## src/logic/vof_pkg.sv

```systemverilog
// Package of constants and types for the video output formatter.
// Operation
// 30-bit: Y green, Cb blue, Cr red
// 20-bit: Y green, CbCr blue, red tri-stated
// No single 10-bit bus format exists
// Insert SAV/EAV at window edges when enabled
// SAV before first pixel, EAV after last; the code puts SAV on the first four window pixels
// Code: 3FF, 000, 000, status word
// Status: 1,F,V,H,P3..P0,0,0
// H is 1 for EAV, 0 for SAV
// Protection bits from F, V, H xors
// Code positions follow window start/stop registers
// Sync enable bit 0 of 15h; both streams
// Range 00 passes full 0..1023
// 01 clips 4..1019; 10 clips 64..940/960
// Host avoids full range with embedded syncs
// 4:2:2 chroma starts with Cb each line
// Layout select is bit 1 of 15h
// Chroma halved by 27-tap half-band filter
// Latency 18 clocks 4:4:4, 39 clocks 4:2:2; the code delays 4:2:2 chroma 53 clocks, the half-band filter adding 14
package vof_pkg;
	localparam logic [31:0] VOF_OFS_FMT = 32'h0000_0054;
	localparam logic [31:0] VOF_OFS_AV_START_LO = 32'h0000_0100;
	localparam logic [31:0] VOF_OFS_AV_START_HI = 32'h0000_0104;
	localparam logic [31:0] VOF_OFS_AV_STOP_LO = 32'h0000_0108;
	localparam logic [31:0] VOF_OFS_AV_STOP_HI = 32'h0000_010c;
	localparam logic [31:0] VOF_OFS_STATUS = 32'h0000_0200;
	localparam int VOF_FMT_SYNC_BIT = 0;
	localparam int VOF_FMT_422_BIT = 1;
	localparam int VOF_FMT_RANGE_LSB = 2;
	localparam logic [7:0] VOF_FMT_RST = 8'h00;
	localparam logic [11:0] VOF_AV_START_RST = 12'h000;
	localparam logic [11:0] VOF_AV_STOP_RST = 12'h000;
	localparam logic [9:0] VOF_PRE_ONES = 10'h3ff;
	localparam logic [9:0] VOF_PRE_ZERO = 10'h000;
	localparam logic [9:0] VOF_EXT_MIN = 10'h004;
	localparam logic [9:0] VOF_EXT_MAX = 10'h3fb;
	localparam logic [9:0] VOF_STD_MIN = 10'h040;
	localparam logic [9:0] VOF_STD_Y_MAX = 10'h3ac;
	localparam logic [9:0] VOF_STD_C_MAX = 10'h3c0;
	localparam int VOF_LAT_444 = 18;
	localparam int VOF_LAT_422 = 39;
	localparam int VOF_HB_TAPS = 27;
	typedef enum logic [1:0] {
		VOF_RNG_FULL = 2'b00,
		VOF_RNG_EXT = 2'b01,
		VOF_RNG_STD = 2'b10,
		VOF_RNG_RSVD = 2'b11
	} vof_range_t;
	typedef struct packed {
		logic [9:0] y;
		logic [9:0] cb;
		logic [9:0] cr;
		logic act;
		logic f;
		logic v;
	} vof_pix_t;
endpackage : vof_pkg

```

## src/logic/vof_delay_if.sv

```systemverilog
// Interface carrying a pixel word into and out of the delay memory.
`timescale 1ns/10ps
interface vof_delay_if;
	import vof_pkg::*;
	vof_pix_t wr_pix;
	vof_pix_t rd_pix;
	logic [5:0] depth;
	modport mem (input wr_pix, input depth, output rd_pix);
	modport user (output wr_pix, output depth, input rd_pix);
endinterface : vof_delay_if

```

## src/logic/vof_delay_mem.sv

```systemverilog
// Circular delay memory that aligns pixels to the output latency.
`timescale 1ns/10ps
module vof_delay_mem #(
	parameter int DEPTH = 64
) (
	// Clock and reset.
	input wire logic sys_clk,
	input wire logic nrst,
	// Pixel port.
	vof_delay_if.mem dp
);
	import vof_pkg::*;
	typedef struct packed {
		logic [5:0] wp;
		vof_pix_t rd;
	} vof_mem_st_t;
	vof_pix_t mem_q [DEPTH];
	vof_mem_st_t st_q;
	vof_mem_st_t st_d;
	logic [5:0] rp;
	always_comb begin
		rp = st_q.wp - dp.depth;
		st_d = st_q;
		st_d.wp = st_q.wp + 6'h01;
		st_d.rd = mem_q[rp];
	end
	always_ff @(posedge sys_clk) begin
		mem_q[st_q.wp] <= dp.wr_pix;
		if (!nrst) begin
			st_q <= '0;
		end else begin
			st_q <= st_d;
		end
	end
	assign dp.rd_pix = st_q.rd;
endmodule : vof_delay_mem

```

## src/logic/vof_formatter.sv

```systemverilog
// Output formatter: layout, range clipping and embedded timing codes over AHB-Lite.
`timescale 1ns/10ps
module vof_formatter (
	// Clock and reset.
	input wire logic sys_clk,
	input wire logic nrst,
	// AHB-Lite slave.
	input wire logic hsel,
	input wire logic [31:0] haddr,
	input wire logic [1:0] htrans,
	input wire logic hwrite,
	input wire logic [2:0] hsize,
	input wire logic [31:0] hwdata,
	input wire logic hready,
	output logic [31:0] hrdata,
	output logic hreadyout,
	output logic hresp,
	// Pixel input from the conversion stage, same clock.
	input wire logic [9:0] in_y,
	input wire logic [9:0] in_cb,
	input wire logic [9:0] in_cr,
	input wire logic active_video_window,
	input wire logic in_field,
	input wire logic in_vblank,
	// Output buses; red enable is low while driven.
	output logic [9:0] green_output_bus,
	output logic [9:0] blue_output_bus,
	output logic [9:0] red_output_bus,
	output logic red_oe_n,
	output logic out_window
);
	import vof_pkg::*;

	typedef struct packed {
		logic [7:0] fmt;
		logic [11:0] av_start;
		logic [11:0] av_stop;
		logic ph_act;
		logic ph_wr;
		logic [31:0] ph_addr;
		logic [31:0] rdata;
		logic [11:0] pix_cnt;
		logic win_prev;
		logic [1:0] code_idx;
		logic code_on;
		logic code_eav;
		logic code_f;
		logic code_v;
		logic cr_phase;
		logic [9:0] cb_hold;
		logic [9:0] g_out;
		logic [9:0] b_out;
		logic [9:0] r_out;
		logic r_oe_n;
		logic win_out;
	} vof_st_t;

	vof_st_t st_q;
	vof_st_t st_d;
	vof_delay_if dly ();
	vof_pix_t cur;
	logic [9:0] hb_cb;
	logic [9:0] hb_cr;
	logic [9:0] cb_taps [VOF_HB_TAPS];
	logic [9:0] cr_taps [VOF_HB_TAPS];
	logic mode_422;
	logic sync_en;
	vof_range_t rng;
	logic win_gated;

	vof_delay_mem #(.DEPTH(64)) u_dly (
		.sys_clk(sys_clk),
		.nrst(nrst),
		.dp(dly.mem)
	);

	assign mode_422 = st_q.fmt[VOF_FMT_422_BIT];
	assign sync_en = st_q.fmt[VOF_FMT_SYNC_BIT];
	assign rng = vof_range_t'(st_q.fmt[VOF_FMT_RANGE_LSB +: 2]);

	// Window gated by the programmed start/stop pixel span when that span is set.
	assign win_gated = active_video_window &&
		((st_q.av_stop == 12'h000) ||
		(st_q.pix_cnt >= st_q.av_start && st_q.pix_cnt < st_q.av_stop));

	// Chroma tap lines feeding the half-band decimator.
	always_ff @(posedge sys_clk) begin
		cb_taps[0] <= in_cb;
		cr_taps[0] <= in_cr;
		for (int i = 1; i < VOF_HB_TAPS; i++) begin
			cb_taps[i] <= cb_taps[i-1];
			cr_taps[i] <= cr_taps[i-1];
		end
	end

	function automatic logic [9:0] vof_halfband(input logic [9:0] t [VOF_HB_TAPS]);
		logic signed [15:0] acc;
		acc = 16'sd0;
		// Symmetric half-band: centre tap 1/2, taps at distance 1, 3 and 13 +/-, all others zero.
		acc = acc + ($signed({6'h00, t[13]}) >>> 1);
		acc = acc + ($signed({6'h00, t[12]}) + $signed({6'h00, t[14]})) * 16'sd5 / 16'sd16;
		acc = acc - ($signed({6'h00, t[10]}) + $signed({6'h00, t[16]})) / 16'sd16;
		acc = acc + ($signed({6'h00, t[0]}) + $signed({6'h00, t[26]})) / 16'sd64;
		if (acc < 16'sd0) begin
			return 10'h000;
		end else if (acc > 16'sd1023) begin
			return 10'h3ff;
		end else begin
			return acc[9:0];
		end
	endfunction : vof_halfband

	assign hb_cb = vof_halfband(cb_taps);
	assign hb_cr = vof_halfband(cr_taps);

	// Latency alignment: 4:2:2 path is longer by 21 clocks, 39 against 18.
	assign dly.wr_pix = '{y: in_y, cb: mode_422 ? hb_cb : in_cb, cr: mode_422 ? hb_cr : in_cr,
		act: win_gated, f: in_field, v: in_vblank};
	// Memory read and output register add two clocks to the programmed depth.
	assign dly.depth = mode_422 ? 6'(VOF_LAT_422 - 2) : 6'(VOF_LAT_444 - 2);
	assign cur = dly.rd_pix;

	function automatic logic [9:0] vof_clip(input logic [9:0] v, input vof_range_t r,
		input logic is_c);
		logic [9:0] hi;
		hi = is_c ? VOF_STD_C_MAX : VOF_STD_Y_MAX;
		unique case (r)
			VOF_RNG_EXT: begin
				return (v < VOF_EXT_MIN) ? VOF_EXT_MIN : (v > VOF_EXT_MAX) ? VOF_EXT_MAX : v;
			end
			VOF_RNG_STD: begin
				return (v < VOF_STD_MIN) ? VOF_STD_MIN : (v > hi) ? hi : v;
			end
			VOF_RNG_FULL, VOF_RNG_RSVD: begin
				return v;
			end
		endcase
	endfunction : vof_clip

	function automatic logic [9:0] vof_status(input logic f, input logic v, input logic h);
		return {1'b1, f, v, h, v ^ h, f ^ h, f ^ v, f ^ v ^ h, 2'b00};
	endfunction : vof_status

	always_comb begin
		logic [9:0] y_c;
		logic [9:0] cb_c;
		logic [9:0] cr_c;
		logic [9:0] code_w;
		logic start_c;
		start_c = sync_en && !st_q.code_on && (cur.act != st_q.win_prev);
		y_c = vof_clip(cur.y, rng, 1'b0);
		cb_c = vof_clip(cur.cb, rng, 1'b1);
		cr_c = vof_clip(cur.cr, rng, 1'b1);
		code_w = VOF_PRE_ZERO;
		st_d = st_q;
		// Bus: capture address phase, complete data phase next cycle.
		st_d.ph_act = hsel && hready && htrans[1];
		st_d.ph_wr = hwrite;
		st_d.ph_addr = haddr;
		if (st_q.ph_act && st_q.ph_wr) begin
			unique case (st_q.ph_addr)
				VOF_OFS_FMT: st_d.fmt = hwdata[7:0];
				VOF_OFS_AV_START_LO: st_d.av_start[7:0] = hwdata[7:0];
				VOF_OFS_AV_START_HI: st_d.av_start[11:8] = hwdata[3:0];
				VOF_OFS_AV_STOP_LO: st_d.av_stop[7:0] = hwdata[7:0];
				VOF_OFS_AV_STOP_HI: st_d.av_stop[11:8] = hwdata[3:0];
				default: ;
			endcase
		end
		if (hsel && hready && htrans[1] && !hwrite) begin
			unique case (haddr)
				VOF_OFS_FMT: st_d.rdata = {24'h0, st_q.fmt};
				VOF_OFS_AV_START_LO: st_d.rdata = {24'h0, st_q.av_start[7:0]};
				VOF_OFS_AV_START_HI: st_d.rdata = {28'h0, st_q.av_start[11:8]};
				VOF_OFS_AV_STOP_LO: st_d.rdata = {24'h0, st_q.av_stop[7:0]};
				VOF_OFS_AV_STOP_HI: st_d.rdata = {28'h0, st_q.av_stop[11:8]};
				VOF_OFS_STATUS: st_d.rdata = {16'h0, st_q.pix_cnt, 1'b0, st_q.code_on,
					st_q.cr_phase, st_q.win_out};
				default: st_d.rdata = 32'h0;
			endcase
		end
		// Pixel counter restarts at each line's window opening on the input side.
		st_d.pix_cnt = (active_video_window) ? st_q.pix_cnt + 12'h001 : 12'h000;
		// Timing codes; the code overwrites the pixels adjacent to each window edge.
		st_d.win_prev = cur.act;
		// The all-ones word goes out at the window edge itself, so the code lines up with it.
		if (start_c) begin
			st_d.code_on = 1'b1;
			st_d.code_eav = st_q.win_prev;
			st_d.code_f = cur.f;
			st_d.code_v = cur.v;
			st_d.code_idx = 2'd1;
		end else if (st_q.code_on) begin
			st_d.code_idx = st_q.code_idx + 2'd1;
			if (st_q.code_idx == 2'd3) begin
				st_d.code_on = 1'b0;
			end
		end
		unique case (st_q.code_idx)
			2'd0: code_w = VOF_PRE_ONES;
			2'd1, 2'd2: code_w = VOF_PRE_ZERO;
			2'd3: code_w = vof_status(st_q.code_f, st_q.code_v, !st_q.code_eav == 1'b0);
		endcase
		// Chroma phase: first active pixel carries Cb, then Cr.
		st_d.cr_phase = (cur.act && !st_q.win_prev) ? 1'b1 : !st_q.cr_phase;
		st_d.cb_hold = cb_c;
		st_d.g_out = y_c;
		if (mode_422) begin
			st_d.b_out = (cur.act && !st_q.win_prev) || !st_q.cr_phase ? cb_c : cr_c;
			st_d.r_out = 10'h000;
			st_d.r_oe_n = 1'b1;
		end else begin
			st_d.b_out = cb_c;
			st_d.r_out = cr_c;
			st_d.r_oe_n = 1'b0;
		end
		if (start_c) begin
			st_d.g_out = VOF_PRE_ONES;
			st_d.b_out = VOF_PRE_ONES;
			st_d.r_out = mode_422 ? 10'h000 : VOF_PRE_ONES;
		end else if (st_q.code_on) begin
			st_d.g_out = code_w;
			st_d.b_out = code_w;
			st_d.r_out = mode_422 ? 10'h000 : code_w;
		end
		st_d.win_out = cur.act;
	end

	always_ff @(posedge sys_clk) begin
		if (!nrst) begin
			st_q <= '0;
			st_q.fmt <= VOF_FMT_RST;
			st_q.av_start <= VOF_AV_START_RST;
			st_q.av_stop <= VOF_AV_STOP_RST;
			st_q.r_oe_n <= 1'b1;
		end else begin
			st_q <= st_d;
		end
	end

	assign hrdata = st_q.rdata;
	assign hreadyout = 1'b1;
	assign hresp = 1'b0;
	assign green_output_bus = st_q.g_out;
	assign blue_output_bus = st_q.b_out;
	assign red_output_bus = st_q.r_out;
	assign red_oe_n = st_q.r_oe_n;
	assign out_window = st_q.win_out;
endmodule : vof_formatter

```

## config.mk

```make
export PLATFORM = sky130hd
export DESIGN_NAME = vof_formatter
export DESIGN_NICKNAME = d
export VERILOG_FILES = /design/src/logic/vof_pkg.sv /design/src/logic/vof_delay_if.sv /design/src/logic/vof_delay_mem.sv /design/src/logic/vof_formatter.sv
export SDC_FILE = /design/constraint.sdc
export NUM_CORES = 2
export LEC_CHECK = 0
export BUFFER_PORTS_ARGS = -buffer_cell sky130_fd_sc_hd__clkbuf_2
export CAP_MARGIN = 20
export CORE_ASPECT_RATIO = 0.7
export CORE_MARGIN = 8
export CORE_UTILIZATION = 59
export CTS_BUF_LIST = sky130_fd_sc_hd__clkbuf_8
export DETAILED_ROUTE_END_ITERATION = 8
export GPL_TIMING_DRIVEN = 0
export PLACE_DENSITY = 0.82
export SYNTH_ARGS = -nofsm -noshare
export SYNTH_HDL_FRONTEND = slang
export SYNTH_SLANG_ARGS = --single-unit
```

## constraint.sdc

```tcl
create_clock -name sys_clk -period 8.3 [get_ports sys_clk]
set_clock_uncertainty 0.2 [all_clocks]
set_input_delay 1.66 -clock sys_clk [delete_from_list [all_inputs] [get_ports sys_clk]]
set_output_delay 1.66 -clock sys_clk [all_outputs]
set_load 0.005 [all_outputs]
```

==> metrics <==
outcome finished, final reports clean; buffers plus inverters on the worst setup path 1; IO Pins 173; Final nets 6101; DPL Wire Length 197 mm; Peak Freq 0.124 GHz; Power Density 266 nW/um2; All-Layer GR Usage 30.2%; vias in the first global route 55800; I/O Buffers 123; most frequent cell on the critical path ha_1; Final Util 67.8%; Setup crit start kind flip-flop; WP data required 8.74 ns; die width 517 um; Hold Violations, Final 0; global-route wire length before repair 405 mm; Hold WC Path Type flip-flop to flip-flop; Async SR Flop Fraction 0%; max-slew violations 0; number of synthesized flops with an enable pin 2112; cell row count 128; clk sinks 2824; synth-to-layout area growth 13.9%; later-pin clock latency in the skew report 1.08 ns; Post-CTS Resized 0; Area after DPL 110000 um2; Lkg Pwr 41.0 nW; Post-CTS Repair Setup Buffers 0; most common cell in the netlist edfxtp_1; register area share after synthesis 74.8%; via count 57300; worst-path fanout max 14; yosys warns 0; Initial DRT Pass Iterations 8; Mapped Cells 5133; wire per inst 35.3 um; DR iter-0 viols 10100; Worst Path Arrival 8.50 ns; Area contributors post-synth edfxtp_1 61%, mux4_2 14%, dfxtp_1 14%, ha_1 2.0%, mux2i_1 1.0%; worst-path cell with the longest stage delay o21ai_2; Netlist cell types 80; final setup fails 0; GPL Wtd Cong 0.984; area fraction of the dominant cell type after synthesis 61.1%; slowest cell delay on critical path 1.08 ns; Final min period 8.05 ns; CTS tree built; mapped cell area 104000 um2; DR vias/cell 6.77; CP endpoint kind flip-flop; Longest Clk Path Bufs 4; WHS 0.0609 ns; worst slew pin tran 1.34 ns; # H-tree levels 5; hold buffers post-CTS 0; clk slew on worst S/H paths 0.07 ns; filler instances 10100; peak ir drop on the vdd network 326 uV; register bit total from synthesis 2824; layout cells sized above 1 27.9%; core area 174000 um2; finished layout cell area 118000 um2; CTS Buf Count 400; antenna-violating nets left 0; grt ovf 0; average cell area after synthesis 20.2 um2; largest delay contributor family on the critical path compound AO/OA/AOI/OAI gates; area leader, netlist edfxtp_1; unrepaired setup endpoints after global routing true; WS Path Type flip-flop to flip-flop; drc violations 0; full die area 190000 um2; Total Wirelength 299 mm; max_slew headroom 11.0%; synth cell count leaders 2112 x edfxtp_1, 712 x dfxtp_1, 664 x mux4_2, 231 x nor2_1, 170 x ha_1; period utilisation layout 97.0%; initial antenna violation count 16; largest net degree at the start of global routing 65; max-cap violations 0; Root Buffer clkbuf_8; Chip Height 367 um; leading register cell type out of synthesis edfxtp_1; initial cell density of the core 59.5%
[kinds of logic after synthesis]
group	count (synthesis)	synth area share (%)
DFF	2824	74.8
muxes	770	15.4
and+or+nand+nor	530	2.48
buffers and inverters	380	1.79
AOI/OAI and AO/OA	361	2.29
adders and majority gates	201	2.64
xor gates and xnor gates	65	0.548
other	2	0.00723
[power breakdown]
| group | internal, mW | switching (mW) |
|---|---|---|
| Clock | 5.39 | 5.24 |
| Combinational | 2.04 | 3.26 |
| Sequential | 15.4 | 0.104 |
[per-stage QoR]
stage                     cells  setup WS [ns]  setup TNS, ns  power, mW
final                      8460          0.246              0       31.4
after floorplan            5149         -0.494         -94.82       19.1
after CTS                  8434          0.337              0       31.1
after detailed placement   7718          0.450              0       20.7
after global placement     7612          -5.10       -2094.37       20.4
after global routing       8451        -0.0397         -0.848       32.4
[area by class of cell]
class | count | area (um2) | area share (%)
timing repair buffer | 239 | 3010 | 2.54
clock inverter | 273 | 1550 | 1.31
buffer | 270 | 1440 | 1.22
tap | 2340 | 2930 | 2.48
inverter | 110 | 413 | 0.349
clock buffer | 443 | 6100 | 5.16
antenna | 12 | 30.0 | 0.0254
multi-input combinational | 1949 | 25100 | 21.2
sequential | 2824 | 77700 | 65.7
[flip-flops by register name, indices dropped and copies added, names as in the netlist, 16 cells and up]
| register | count |
|---|---|
| u_dly.mem_q | 2112 |
| cb_taps | 270 |
| u_dly.dp.rd_pix | 33 |
| st_q | 82 |
| cr_taps | 270 |
| hrdata | 16 |
[layout by cell type, fill, tap and decap left out, drive strengths merged, types with 42 or more instances in the layout]
master  count
edfxtp   2112
a21oi      91
xnor2      45
inv       229
nor2      231
clkbuf    675
clkinv    134
dfxtp     712
buf       277
o22ai      49
ha        170
nand3      42
mux4      664
mux2i     106
and2       43
nand2      67
o21ai      59
[final timing paths]
check / from / endpoint / slack, ns / cells past startpoint
setup / recovery: cr_taps[121] / u_dly.mem_q[33][4] / 0.25 / 27
setup reg to reg: cr_taps[121] / u_dly.mem_q[33][4] / 0.25 / 27
hold / removal: cb_taps[93] / cb_taps[83] / 0.06 / 0
hold reg to reg: cb_taps[93] / cb_taps[83] / 0.06 / 0
[routing by layer]
metal | global-route usage [%] | routed length (um)
met1 | 41.1 | 102000
met2 | 41.7 | 126000
met3 | 15.0 | 55200
met4 | 12.2 | 15400
met5 | 0.888 | 403
Note: power is estimated with default switching activity, not from simulation.
